[config.mk]
export PLATFORM = sky130hd
export DESIGN_NAME = usp_serial_port
export DESIGN_NICKNAME = d
export VERILOG_FILES = /design/src/core/usp_frac_div.v /design/src/core/usp_serial_port.v
export VERILOG_INCLUDE_DIRS = /design/src /design/src/core
export SDC_FILE = /design/constraint.sdc
export NUM_CORES = 1
export LEC_CHECK = 0
export ABC_AREA = 1
export BUFFER_PORTS_ARGS = -buffer_cell sky130_fd_sc_hd__buf_2
export CORE_MARGIN = 3
export CORE_UTILIZATION = 45
export DETAILED_ROUTE_END_ITERATION = 10
export PLACE_DENSITY = 0.73
export SLEW_MARGIN = 20
export SYNTH_ARGS = -nofsm -noshare
export SYNTH_HDL_FRONTEND = slang
export SYNTH_SLANG_ARGS = --single-unit
[constraint.sdc]
create_clock -name pclk -period 3.4 [get_ports pclk]
set_input_delay 0 -clock pclk [delete_from_list [all_inputs] [get_ports pclk]]
set_output_delay 0 -clock pclk [all_outputs]
set_load 0.01 [all_outputs]
[src/core/usp_defs.vh]
// How it works
// - Seven, eight or nine data bits with one or two stop bits.
// - Synchronous mode as clock master or slave, phase select, free-running clock.
// - Nine-bit multidrop; software matches addresses and drives transceiver direction.
// - Odd, even or no parity generated on send and checked on receive.
// - One transmit holding word and one receive word, nothing deeper.
// - With flow control on, request-to-send driven and clear-to-send gates new starts.
// - Any change on clear-to-send while the port is enabled is flagged; a control holds off sending.
// - Received data and its status flags readable in one word.
// - Break sent on request; received break detected and each change flagged.
// - In asynchronous mode three samples per bit, majority vote, noise flag on any disagreement.
// - Bit rate from a baud generator fed by a shared fractional divider.
// - Ten interrupt sources, each enabled separately.
// - Data loopback and flow control loopback, selectable separately.
// - In asynchronous mode the baud clock can drive the serial clock pin.
// - Async rates up to 6.25 Mbit/s, sync up to 50 Mbit/s.
`ifndef USP_DEFS_VH
`define USP_DEFS_VH

`define USP_CFG        8'h00
`define USP_CTL        8'h04
`define USP_STAT       8'h08
`define USP_EVT        8'h0c
`define USP_MASK       8'h10
`define USP_RXDAT      8'h14
`define USP_RXDATSTAT  8'h18
`define USP_TXDAT      8'h1c
`define USP_BRG        8'h20
`define USP_FRG        8'h24

`define USP_CFG_EN     0
`define USP_CFG_LEN    2
`define USP_CFG_PAR    4
`define USP_CFG_STOP2  6
`define USP_CFG_CTSEN  9
`define USP_CFG_SYNC   11
`define USP_CFG_CLKPOL 12
`define USP_CFG_MSTR   14
`define USP_CFG_LOOPD  15
`define USP_CFG_LOOPF  16
`define USP_CFG_CLKOUT 17

`define USP_CTL_TXBRK  1
`define USP_CTL_TXDIS  6
`define USP_CTL_CC     9
`define USP_CTL_DIR    10

`define USP_ST_RXRDY   0
`define USP_ST_RXIDLE  1
`define USP_ST_TXRDY   2
`define USP_ST_TXIDLE  3
`define USP_ST_CTS     4
`define USP_ST_TXDIS   6
`define USP_ST_RXBRK   10

`define USP_EV_RXRDY   0
`define USP_EV_TXRDY   1
`define USP_EV_RXIDLE  2
`define USP_EV_DBRK    3
`define USP_EV_FRM     4
`define USP_EV_PAR     5
`define USP_EV_OVR     6
`define USP_EV_UND     7
`define USP_EV_DCTS    8
`define USP_EV_NOISE   9
`define USP_EV_W       10

`define USP_RS_FRM     13
`define USP_RS_PAR     14
`define USP_RS_NOISE   15

`define USP_CFG_RST    18'h00000
`define USP_CTL_RST    11'h000
`define USP_BRG_RST    16'h0000
`define USP_FRG_RST    8'h00
`define USP_OS_LAST    4'hf
`define USP_VOTE_A     4'h7
`define USP_VOTE_B     4'h8
`define USP_VOTE_C     4'h9

`endif

[src/core/usp_frac_div.v]
`timescale 1ns/1ps
// Rate = pclk / (1 + mult/256), tick may be shared by several ports
module usp_frac_div (
    input  wire       pclk,    // System clock
    input  wire       presetn, // Async reset, active low
    input  wire [7:0] mult,    // Fractional multiplier
    output reg        tick     // One-cycle rate pulse
);
    reg  [7:0] acc;
    reg        skip;
    wire [8:0] sum = {1'b0, acc} + {1'b0, mult};

    always @(posedge pclk or negedge presetn) begin
        if (!presetn) begin
            acc  <= 8'h00;
            skip <= 1'b0;
            tick <= 1'b0;
        end else if (skip) begin
            skip <= 1'b0;
            tick <= 1'b0;
        end else begin
            acc  <= sum[7:0];
            skip <= sum[8];
            tick <= 1'b1;
        end
    end
endmodule

[src/core/usp_serial_port.v]
// Local design decisions: register access over APB and the placing of the registers.
`timescale 1ns/1ps
`include "usp_defs.vh"
module usp_serial_port (
    input  wire        pclk,       // System clock, 100 MHz
    input  wire        presetn,    // Async reset, active low
    input  wire [7:0]  paddr,      // APB byte address
    input  wire        psel,       // APB select
    input  wire        penable,    // APB enable
    input  wire        pwrite,     // APB write
    input  wire [31:0] pwdata,     // APB write data
    output reg         pready,     // APB ready
    output reg  [31:0] prdata,     // APB read data
    output reg         pslverr,    // APB error, unmapped address
    input  wire        rxd_i,      // Serial receive pin
    output reg         txd_o,      // Serial transmit pin
    input  wire        cts_n_i,    // Clear-to-send, active low
    output reg         rts_n_o,    // Request-to-send, active low
    input  wire        sclk_i,     // Serial clock pin in
    output reg         sclk_o,     // Serial clock pin out
    output reg         sclk_oe,    // Serial clock pin enable
    output reg         dir_o,      // RS-485 transceiver direction
    output reg         irq,        // Interrupt, level
    output wire        frg_tick_o  // Shared fractional rate tick
);
    function [3:0] nbits;
        input [1:0] l;
        nbits = (l == 2'd0) ? 4'd7 : (l == 2'd1) ? 4'd8 : 4'd9;
    endfunction

    function [8:0] dmask;
        input [3:0] n;
        dmask = 9'h1ff >> (4'd9 - n);
    endfunction

    reg  [17:0] cfg;
    reg  [10:0] ctl;
    reg  [15:0] brg;
    reg  [7:0]  frg;
    reg  [`USP_EV_W-1:0] evt;
    reg  [`USP_EV_W-1:0] mask;
    reg  [2:0]  sy1;
    reg  [2:0]  sy2;
    reg         sck3;
    reg  [15:0] brg_cnt;
    reg         brg_tick;
    reg  [8:0]  tx_buf;
    reg         tx_full;
    reg  [12:0] tx_sh;
    reg  [3:0]  tx_left;
    reg         tx_busy;
    reg  [3:0]  tx_os;
    reg  [11:0] rx_sh;
    reg  [3:0]  rx_bit;
    reg         rx_busy;
    reg  [3:0]  rx_os;
    reg         smp_a;
    reg         smp_b;
    reg         rx_nz;
    reg  [8:0]  rx_data;
    reg         rx_frm;
    reg         rx_perr;
    reg         rx_noise;
    reg         rx_full;
    reg         brk;
    reg         cts_q;
    reg  [`USP_EV_W-1:0] ev_set;
    reg  [31:0] rd_val;
    reg         rd_hit;

    wire frg_tick;
    usp_frac_div u_frac (
        .pclk    (pclk),
        .presetn (presetn),
        .mult    (frg),
        .tick    (frg_tick)
    );
    assign frg_tick_o = frg_tick;

    wire en      = cfg[`USP_CFG_EN];
    wire sync    = cfg[`USP_CFG_SYNC];
    wire mstr    = cfg[`USP_CFG_MSTR];
    wire clkpol  = cfg[`USP_CFG_CLKPOL];
    wire ctsen   = cfg[`USP_CFG_CTSEN];
    wire par_en  = cfg[`USP_CFG_PAR+1];
    wire par_odd = cfg[`USP_CFG_PAR];
    wire [3:0] n_dat  = nbits(cfg[`USP_CFG_LEN +: 2]);
    wire [3:0] rx_len = n_dat + {3'b000, par_en} + 4'd2;
    wire [3:0] tx_len = rx_len + {3'b000, cfg[`USP_CFG_STOP2]};

    // Synchronised pins, first stage read only by second
    wire rxd_s  = sy2[0];
    wire cts_s  = sy2[1];
    wire sck_s  = sy2[2];
    wire rx_in  = cfg[`USP_CFG_LOOPD] ? txd_o : rxd_s;
    wire cts_hi = cfg[`USP_CFG_LOOPF] ? rts_n_o : cts_s;

    // APB
    wire acc_done = psel & penable & pready;
    wire wr       = acc_done & pwrite;
    wire rd       = acc_done & ~pwrite;

    // Sync clock edges
    wire m_run  = sync & mstr & en & (tx_busy | ctl[`USP_CTL_CC] | sclk_o);
    wire m_rise = brg_tick & m_run & ~sclk_o;
    wire m_fall = brg_tick & m_run & sclk_o;
    wire s_rise = sck_s & ~sck3;
    wire s_fall = ~sck_s & sck3;
    wire e_rise = mstr ? m_rise : s_rise;
    wire e_fall = mstr ? m_fall : s_fall;
    wire launch = sync & en & (clkpol ? e_rise : e_fall);
    wire samp   = sync & en & (clkpol ? e_fall : e_rise);

    // Transmit
    wire tx_step = sync ? launch : (brg_tick & tx_busy & tx_os == `USP_OS_LAST);
    wire tx_hold = ctl[`USP_CTL_TXDIS] | (ctsen & cts_hi);
    wire tx_go   = en & tx_full & ~tx_busy & ~tx_hold;
    wire [8:0]  tx_d    = tx_buf & dmask(n_dat);
    wire        tx_par  = par_odd ^ (^tx_d);
    wire [3:0]  par_pos = n_dat + 4'd1;
    wire [3:0]  stp_pos = par_pos + {3'b000, par_en};
    wire [12:0] tx_ones = 13'h1fff << stp_pos;
    wire [12:0] tx_frm  = tx_ones | ({3'b000, tx_d, 1'b0})
                        | ({12'h000, par_en & tx_par} << par_pos);

    // Receive
    wire vote    = (smp_a & smp_b) | (smp_a & rx_in) | (smp_b & rx_in);
    wire vote_nz = ~((smp_a == smp_b) & (smp_b == rx_in));
    wire rb_stb  = sync ? (samp & (rx_busy | (~rx_in & ~brk)))
                        : (brg_tick & rx_busy & rx_os == `USP_VOTE_C);
    wire rb_val  = sync ? rx_in : vote;
    wire [11:0] rx_word = {rb_val, rx_sh[11:1]};
    wire [11:0] rx_al   = rx_word >> (4'd12 - rx_len);
    wire [8:0]  rx_d    = rx_al[9:1] & dmask(n_dat);
    wire        rx_pbit = rx_al[par_pos];
    wire        rx_end  = rb_stb & (rx_bit == rx_len - 4'd1);
    wire        rx_pe   = par_en & ((^rx_d) ^ rx_pbit ^ par_odd);
    wire        rx_brk  = (rx_al == 12'h000);

    always @(posedge pclk or negedge presetn) begin
        if (!presetn) begin
            sy1  <= 3'b111;
            sy2  <= 3'b111;
            sck3 <= 1'b1;
        end else begin
            sy1  <= {sclk_i, cts_n_i, rxd_i};
            sy2  <= sy1;
            sck3 <= sy2[2];
        end
    end

    // Baud generator on the fractional rate
    always @(posedge pclk or negedge presetn) begin
        if (!presetn) begin
            brg_cnt  <= 16'h0000;
            brg_tick <= 1'b0;
        end else begin
            brg_tick <= 1'b0;
            if (frg_tick) begin
                if (brg_cnt == brg) begin
                    brg_cnt  <= 16'h0000;
                    brg_tick <= 1'b1;
                end else begin
                    brg_cnt <= brg_cnt + 16'h0001;
                end
            end
        end
    end

    // Serial clock pin
    always @(posedge pclk or negedge presetn) begin
        if (!presetn) begin
            sclk_o  <= 1'b0;
            sclk_oe <= 1'b0;
        end else begin
            sclk_oe <= en & (sync ? mstr : cfg[`USP_CFG_CLKOUT]);
            if (sync) begin
                if (m_rise | m_fall)
                    sclk_o <= ~sclk_o;
            end else if (cfg[`USP_CFG_CLKOUT] & en) begin
                if (brg_tick)
                    sclk_o <= ~sclk_o;
            end else begin
                sclk_o <= 1'b0;
            end
        end
    end

    // Transmitter
    always @(posedge pclk or negedge presetn) begin
        if (!presetn) begin
            tx_sh   <= 13'h1fff;
            tx_left <= 4'h0;
            tx_busy <= 1'b0;
            tx_os   <= 4'h0;
            txd_o   <= 1'b1;
        end else begin
            txd_o <= ~ctl[`USP_CTL_TXBRK] & (~tx_busy | tx_sh[0]);
            if (!en) begin
                tx_busy <= 1'b0;
            end else if (tx_go) begin
                tx_sh   <= tx_frm;
                tx_left <= tx_len;
                tx_busy <= 1'b1;
                tx_os   <= 4'h0;
            end else if (tx_busy) begin
                if (brg_tick & ~sync)
                    tx_os <= tx_os + 4'h1;
                if (tx_step) begin
                    tx_sh   <= {1'b1, tx_sh[12:1]};
                    tx_left <= tx_left - 4'h1;
                    if (tx_left == 4'h1)
                        tx_busy <= 1'b0;
                end
            end
        end
    end

    // Receiver
    always @(posedge pclk or negedge presetn) begin
        if (!presetn) begin
            rx_sh   <= 12'h000;
            rx_bit  <= 4'h0;
            rx_busy <= 1'b0;
            rx_os   <= 4'h0;
            smp_a   <= 1'b1;
            smp_b   <= 1'b1;
            rx_nz   <= 1'b0;
            brk     <= 1'b0;
        end else if (!en) begin
            rx_busy <= 1'b0;
            rx_bit  <= 4'h0;
        end else begin
            if (brk & ~rx_busy & rx_in)
                brk <= 1'b0;
            if (~sync & brg_tick) begin
                if (~rx_busy & ~rx_in & ~brk) begin
                    rx_busy <= 1'b1;
                    rx_os   <= 4'h0;
                    rx_bit  <= 4'h0;
                    rx_nz   <= 1'b0;
                end else if (rx_busy) begin
                    rx_os <= rx_os + 4'h1;
                    if (rx_os == `USP_VOTE_A)
                        smp_a <= rx_in;
                    if (rx_os == `USP_VOTE_B)
                        smp_b <= rx_in;
                    if (rx_os == `USP_VOTE_C && vote_nz)
                        rx_nz <= 1'b1;
                end
            end
            if (rb_stb) begin
                rx_sh <= rx_word;
                if (rx_bit == 4'h0 && rb_val) begin
                    rx_busy <= 1'b0;
                end else if (rx_end) begin
                    rx_busy <= 1'b0;
                    rx_bit  <= 4'h0;
                    if (rx_brk)
                        brk <= 1'b1;
                end else begin
                    if (rx_bit == 4'h0 && sync)
                        rx_nz <= 1'b0;
                    rx_busy <= 1'b1;
                    rx_bit  <= rx_bit + 4'h1;
                end
            end
        end
    end

    // Event sources
    always @* begin
        ev_set = {`USP_EV_W{1'b0}};
        ev_set[`USP_EV_RXRDY]  = rx_end & ~rx_full;
        ev_set[`USP_EV_TXRDY]  = tx_go;
        ev_set[`USP_EV_RXIDLE] = rx_end;
        ev_set[`USP_EV_DBRK]   = (rx_end & rx_brk & ~brk) | (brk & ~rx_busy & rx_in);
        ev_set[`USP_EV_FRM]    = rx_end & ~rb_val;
        ev_set[`USP_EV_PAR]    = rx_end & rx_pe;
        ev_set[`USP_EV_OVR]    = rx_end & rx_full;
        ev_set[`USP_EV_UND]    = sync & ~mstr & launch & ~tx_busy & ~tx_full & rx_busy;
        ev_set[`USP_EV_DCTS]   = en & (cts_hi != cts_q);
        ev_set[`USP_EV_NOISE]  = rx_end & (rx_nz | (~sync & vote_nz));
    end

    // Receive holding word, single entry
    always @(posedge pclk or negedge presetn) begin
        if (!presetn) begin
            rx_data  <= 9'h000;
            rx_frm   <= 1'b0;
            rx_perr  <= 1'b0;
            rx_noise <= 1'b0;
            rx_full  <= 1'b0;
            cts_q    <= 1'b1;
            rts_n_o  <= 1'b1;
            dir_o    <= 1'b0;
        end else begin
            cts_q   <= cts_hi;
            rts_n_o <= ctsen ? rx_full : 1'b0;
            dir_o   <= ctl[`USP_CTL_DIR];
            if (rx_end & ~rx_full) begin
                rx_data  <= rx_d;
                rx_frm   <= ~rb_val;
                rx_perr  <= rx_pe;
                rx_noise <= ev_set[`USP_EV_NOISE];
                rx_full  <= 1'b1;
            end else if (rd && (paddr == `USP_RXDAT || paddr == `USP_RXDATSTAT)) begin
                rx_full <= 1'b0;
            end
        end
    end

    // Read mux
    always @* begin
        rd_val = 32'h00000000;
        rd_hit = 1'b1;
        case (paddr)
            `USP_CFG:       rd_val = {14'h0000, cfg};
            `USP_CTL:       rd_val = {21'h000000, ctl};
            `USP_STAT: begin
                rd_val[`USP_ST_RXRDY]  = rx_full;
                rd_val[`USP_ST_RXIDLE] = ~rx_busy;
                rd_val[`USP_ST_TXRDY]  = ~tx_full;
                rd_val[`USP_ST_TXIDLE] = ~tx_busy & ~tx_full;
                rd_val[`USP_ST_CTS]    = ~cts_hi;
                rd_val[`USP_ST_TXDIS]  = ctl[`USP_CTL_TXDIS] & ~tx_busy;
                rd_val[`USP_ST_RXBRK]  = brk;
            end
            `USP_EVT:       rd_val = {22'h000000, evt};
            `USP_MASK:      rd_val = {22'h000000, mask};
            `USP_RXDAT:     rd_val = {23'h000000, rx_data};
            `USP_RXDATSTAT: begin
                rd_val[8:0]            = rx_data;
                rd_val[`USP_RS_FRM]    = rx_frm;
                rd_val[`USP_RS_PAR]    = rx_perr;
                rd_val[`USP_RS_NOISE]  = rx_noise;
            end
            `USP_TXDAT:     rd_val = {23'h000000, tx_buf};
            `USP_BRG:       rd_val = {16'h0000, brg};
            `USP_FRG:       rd_val = {24'h000000, frg};
            default:        rd_hit = 1'b0;
        endcase
    end

    // APB slave, one wait-free access phase
    always @(posedge pclk or negedge presetn) begin
        if (!presetn) begin
            pready  <= 1'b0;
            prdata  <= 32'h00000000;
            pslverr <= 1'b0;
            cfg     <= `USP_CFG_RST;
            ctl     <= `USP_CTL_RST;
            brg     <= `USP_BRG_RST;
            frg     <= `USP_FRG_RST;
            mask    <= {`USP_EV_W{1'b0}};
            evt     <= {`USP_EV_W{1'b0}};
            tx_buf  <= 9'h000;
            tx_full <= 1'b0;
            irq     <= 1'b0;
        end else begin
            pready  <= psel & ~penable;
            pslverr <= psel & ~penable & ~rd_hit;
            if (psel & ~penable)
                prdata <= pwrite ? 32'h00000000 : rd_val;
            // Set wins over write-one-to-clear
            evt <= (evt & ~((wr && paddr == `USP_EVT) ? pwdata[`USP_EV_W-1:0] : {`USP_EV_W{1'b0}}))
                 | ev_set;
            irq <= |(evt & mask);
            if (tx_go)
                tx_full <= 1'b0;
            if (wr) begin
                case (paddr)
                    `USP_CFG:   cfg  <= pwdata[17:0];
                    `USP_CTL:   ctl  <= pwdata[10:0];
                    `USP_MASK:  mask <= pwdata[`USP_EV_W-1:0];
                    `USP_BRG:   brg  <= pwdata[15:0];
                    `USP_FRG:   frg  <= pwdata[7:0];
                    `USP_TXDAT: begin
                        if (!tx_full || tx_go) begin
                            tx_buf  <= pwdata[8:0];
                            tx_full <= 1'b1;
                        end
                    end
                    default: ;
                endcase
            end
        end
    end
endmodule

==> results_dict.tcl, run 1 <==
set metrics [dict create \
    dieWidth_um 160.3 \
    cts_root_buf "clkbuf_16" \
    max_stage_delay_ps 410 \
    required_ps 3790 \
    final_nets 1499 \
    clk_path_buf_depth 3 \
    num_vias 9334 \
    antennaDiodeCount 0 \
    coreArea_mm2 0.02305 \
    peakVddDrop_mv 0.4460 \
    mostFrequentLayoutCells "344 x nand2_1, 178 x dfrtp_1, 170 x inv_1" \
    status "finished, final reports clean" \
    fin_cells 1755 \
    cts_buffers 23 \
    drtAntennaViolNets 0 \
    grt_max_degree 83 \
    clkSlewWorstSetupHoldPaths_ps 60 \
    clock_sinks 203 \
    power.leakage_nw 5.907 \
    yosys_register_bits 203 \
    fillers 2148 \
    rrSetupSlack_ps 430 \
    hold_viol 0 \
    regArea_mm2 0.005111 \
    vias_per_cell 5.319 \
    antenna_found_initial 0 \
    gp_congestion 0.9290 \
    min_period_ps 2966 \
    synth_cells 1337 \
    rows 55 \
    finalPower_mw 5.602 \
    fmax_ghz 0.3371 \
    synth_ff_type "dfrtp_1" \
    yosysTopAreaCell "dfrtp_1" \
    grt_pass1_vias 8996 \
    htree_levels 1 \
    hold_path.class "in2async" \
    die_h_um 160.3 \
    period_share_pct 87.25 \
    r2r-start "cfg[2]$_DFFE_PN0P_" \
    critPathArrivalTime_ps 3350 \
    gr-total-overflow 0 \
    routedWlPerCell_um 16.67 \
    synthArstFlopShare_pct 100.0 \
    die-area_mm2 0.02571 \
    final_common_cell "nand2_1" \
    multi_input_area_mm2 0.004695 \
    worst_pin_slew_ps 869.0 \
    avgSynthCellArea_um2 8.017 \
    synthDominantCellAreaShare_pct 41.55 \
    grt_pass1_wl_um 47510 \
    grtUsageTotal_pct 22.72 \
    reg2reg_depth 14 \
    netlist_area_mm2 0.01072 \
    slew_violations 0 \
    dp_hpwl_um 21240 \
    setup_viol 0 \
    start_kind "register" \
    slew_headroom_pct 41.93 \
    synth_edf_count 0 \
    maxCapViolCount 0 \
    utilization_pct 53.66 \
    detail_route.iter0.violations 834 \
    path_class "reg2reg" \
    cpMostUsedCell "inv_1" \
    crit_slowest_cell "dfrtp_1" \
    reg2reg_to "rx_data[7]$_DFFE_PN0P_" \
    crit_chain "inv_1 -> nor2_1 -> inv_1 -> ha_1 -> buf_4 -> nand3_2 -> nand2_4 -> o21ai_0 -> a21oi_1 -> nand2_2 -> nor2_4 -> inv_2 -> nand2_1 -> o21ai_1" \
    ys_seq_area_share_pct 47.68 \
    synth_warnings 0 \
    initial_core_util_pct 46.50 \
    crit_path_end_kind "register" \
    area_delta_synth_final_pct 15.40 \
    tns_ps 0 \
    drc_errors 0 \
    placedCellCount 1687 \
    synthTopCellsByArea "dfrtp_1 42%, nand2_1 12%, o21ai_0 7.5%" \
    p_per_area_mw_per_mm2 452.9 \
    drtPass1Iterations 5 \
    cts_setup_buffers 0 \
    finClkSkew_ps 19.25 \
    critPathMaxFanout 23 \
    clk_latency_ps 530 \
    drt_wl_total_um 29250 \
    cts_tree "built" \
    rsz0062_at_grt "false" \
    ys_types 58 \
    ios 89 \
    drive_gt1_share_pct 12.07 \
    portBuffers 60 \
]
## layout make-up
| type | count | share of cell area (%) |
|---|---|---|
| sequential | 203 | 41.32 |
| multi-input combinational | 916 | 37.95 |
| clock inverter | 12 | 1.234 |
| inverter | 176 | 5.381 |
| tap | 313 | 3.166 |
| clock buffer | 30 | 5.189 |
| timing repair buffer | 105 | 5.756 |
## routing by layer
layer	global-route usage [%]	part of all wire [%]
met1	31.31	44
met2	36.84	47
met3	3.559	5.8
met4	7.692	3.4
met5	0	0
## flip-flops by register name (all words and copies together), names as in the netlist, 10 cells and up
register  flops
prdata       18
cfg          18
rx_sh        11
brg          16
evt          10
brg_cnt      16
tx_sh        13
mask         10
ctl          11
## logic make-up (layout without fill, tap and decap cells)
kind of cell | after synthesis | count (layout) | synth area share (%)
xor gates and xnor gates | 25 | 25 | 2.043
DFF | 203 | 203 | 47.68
buffers and inverters | 231 | 323 | 8.976
and+or+nand+nor | 578 | 578 | 23.23
muxes | 2 | 2 | 0.2101
AOI/OAI and AO/OA | 271 | 271 | 14.72
adders and majority gates | 26 | 26 | 3.105
other | 1 | 14 | 0.03498
## cells in the mapped netlist, types with 16 or more instances
cell,number
a221oi_1,19
nand2_1,344
a21oi_1,27
nor2_1,75
nand3_1,85
nor3_1,25
inv_1,170
clkbuf_1,30
o21ai_0,160
dfstp_2,25
xor2_1,16
ha_1,25
dfrtp_1,178
## worst max-delay path, delay by kind of cell, from the launching register on
kind	cells	cell delay, ps
and+or+nand+nor	6	1130
adders and majority gates	1	290
AOI/OAI and AO/OA	3	390
buffers and inverters	4	610
DFF	1	410
## worst max-delay path by stage
stage,startpoint,cells after the start,end
floorplan,cfg[3]$_DFFE_PN0P_,21,evt[5]$_DFF_PN0_
global placement,cfg[2]$_DFFE_PN0P_,14,rx_noise$_DFFE_PN0P_
detailed placement,cfg[2]$_DFFE_PN0P_,14,rx_data[7]$_DFFE_PN0P_
CTS,cfg[2]$_DFFE_PN0P_,14,rx_data[7]$_DFFE_PN0P_
global route,cfg[2]$_DFFE_PN0P_,14,rx_frm$_DFFE_PN0P_
finish,cfg[2]$_DFFE_PN0P_,14,rx_data[7]$_DFFE_PN0P_
## through the flow
stage               hold slack (ps)  setup WS [ps]  cell area [um2]
detailed placement            85.13          491.8            11310
floorplan                    -295.6          862.5            10770
finish                        66.49          433.5            12370
global route                  116.5          187.8            12370
CTS                           103.1          473.5            12370
global placement              82.55          561.3            11310
## what timing repair did
item | CTS | global route
endpoints found under the setup margin | 0 | 0
hold buffers | 26 | 0
resized for setup | 0 | 0
hold endpoints to repair | 174 | 0
## power breakdown
part           switching (mW)  internal (mW)
registers              0.0661           2.50
logic                   0.282          0.152
clock network            1.03           1.57
Power figures use the tool's default switching activity.
==> run 2, diff against run 1 <==
PLACE_DENSITY = 0.69   (was 0.73)
==> results_dict.tcl, run 2 (synthesized netlist as in run 1, its figures left out) <==
set metrics [dict create \
    status "finished, final reports clean" \
    clk_latency_ps 520 \
    portBuffers 60 \
    drtAntennaViolNets 0 \
    drtPass1Iterations 5 \
    final_common_cell "nand2_1" \
    die_h_um 160.3 \
    mostFrequentLayoutCells "344 x nand2_1, 178 x dfrtp_1, 170 x inv_1" \
    reg.largest.list "cfg: 18 flops, prdata: 18 flops" \
    slew_violations 0 \
    setup_viol 0 \
    worst_pin_slew_ps 852.1 \
    utilization_pct 53.24 \
    ios 89 \
    clk_path_buf_depth 3 \
    slew_headroom_pct 43.19 \
    fmax_ghz 0.3479 \
    htree_levels 1 \
    regArea_mm2 0.005111 \
    area_delta_synth_final_pct 14.50 \
    hold_path.class "in2reg" \
    period_share_pct 84.53 \
    clkSlewWorstSetupHoldPaths_ps 50 \
    placedCellCount 1687 \
    cts_buffers 23 \
    antenna_found_initial 0 \
    grt_pass1_vias 9188 \
    vias_per_cell 5.301 \
    critPathArrivalTime_ps 3320 \
    fillers 2169 \
    coreArea_mm2 0.02305 \
    grt_pass1_wl_um 47840 \
    final_nets 1499 \
    required_ps 3840 \
    cts_root_buf "clkbuf_16" \
    rsz0062_at_grt "false" \
    grtUsageTotal_pct 22.74 \
    dpl_worst_slack_ps 512.4 \
    path_class "reg2reg" \
    multi_input_area_mm2 0.004695 \
    start_kind "register" \
    hold_ws_ps 129.4 \
    tns_ps 0 \
    peakVddDrop_mv 0.3640 \
    gr-total-overflow 0 \
    antennaDiodeCount 0 \
    drive_gt1_share_pct 11.37 \
    cts_setup_buffers 0 \
    drt_wl_total_um 29030 \
    dieWidth_um 160.3 \
    gp_congestion 0.9226 \
    fin_ws_ps 526.0 \
    crit_path_end_kind "register" \
    p_per_area_mw_per_mm2 432.2 \
    num_vias 9303 \
    finClkSkew_ps 23.09 \
    initial_core_util_pct 46.50 \
    rows 55 \
    routedWlPerCell_um 16.54 \
    clock_sinks 203 \
    maxCapViolCount 0 \
    cts_tree "built" \
    dp_hpwl_um 21270 \
    die-area_mm2 0.02571 \
    drc_errors 0 \
    fin_cells 1755 \
    critPathMaxFanout 21 \
    hold_viol 0 \
    power.leakage_nw 5.846 \
    grt_max_degree 104 \
    detail_route.iter0.violations 726 \
    min_period_ps 2874 \
]
==> run 2: metal layers <==
metal | vias to the layer above | wire, um | global-route usage, %
met3 | 65 | 1626 | 3.147
met4 | 0 | 1116 | 7.574
met1 | 4383 | 12700 | 31.21
li1 | 4556 | - | -
met5 | - | 0 | 0
met2 | 299 | 13590 | 37.38
==> run 2: what timing repair did <==
item | CTS | global route
hold buffers | 26 | 0
gates resized for setup | 0 | 0
endpoints found under the hold margin | 182 | 0
==> run 2: area by class of cell <==
class	count	area share (%)
clock buffer	39	5.342
multi-input combinational	916	38.25
inverter	176	5.424
sequential	203	41.65
clock inverter	3	0.2447
timing repair buffer	105	5.903
tap	313	3.191
==> run 2: power by group <==
part | leakage [nW] | internal [mW] | switching [mW] | total (mW)
Sequential | 2.66 | 2.50 | 0.0659 | 2.57
Clock | 0.332 | 1.32 | 0.980 | 2.30
Combinational | 2.85 | 0.153 | 0.285 | 0.438
Total | 5.85 | 3.97 | 1.33 | 5.30
==> run 2: path summary, 6_finish.rpt <==
path / startpoint / to / slack [ps] / depth (start not counted)
setup / recovery: cfg[2]$_DFFE_PN0P_ / evt[5]$_DFF_PN0_ / 530 / 21
hold / removal: cts_n_i / sy1[1]$_DFF_PN1_ / 130 / 2
setup reg to reg: cfg[2]$_DFFE_PN0P_ / evt[5]$_DFF_PN0_ / 530 / 21
hold reg to reg: sy1[2]$_DFF_PN1_ / sy2[2]$_DFF_PN1_ / 350 / 0
max in group asynchronous: presetn / rts_n_o$_DFF_PN1_ / 2400 / 3
min in group asynchronous: presetn / rx_sh[7]$_DFFE_PN0P_ / 180 / 2
==> run 2: critical path, cell delays in order, from the launching register on <==
cell,delay (ps)
dfrtp_1,400
inv_1,110
nor2_1,140
inv_1,60
ha_1,340
buf_4,250
nand3_2,170
nand2_4,200
nand2_1,100
nand3_1,100
nand3_1,140
inv_1,130
nand2_1,80
nand2_1,80
nand2_1,60
nand2_1,60
nand2_1,50
nand2_1,70
inv_1,50
nand2_2,60
nand4_1,90
nand2_1,80
==> run 2: per-stage QoR <==
| stage | total power [mW] | cell area, um2 |
|---|---|---|
| floorplan | 2.866 | 10770 |
| global route | 5.515 | 12270 |
| finish | 5.305 | 12270 |
| CTS | 5.350 | 12270 |
| global placement | 3.011 | 11330 |
| detailed placement | 3.026 | 11330 |
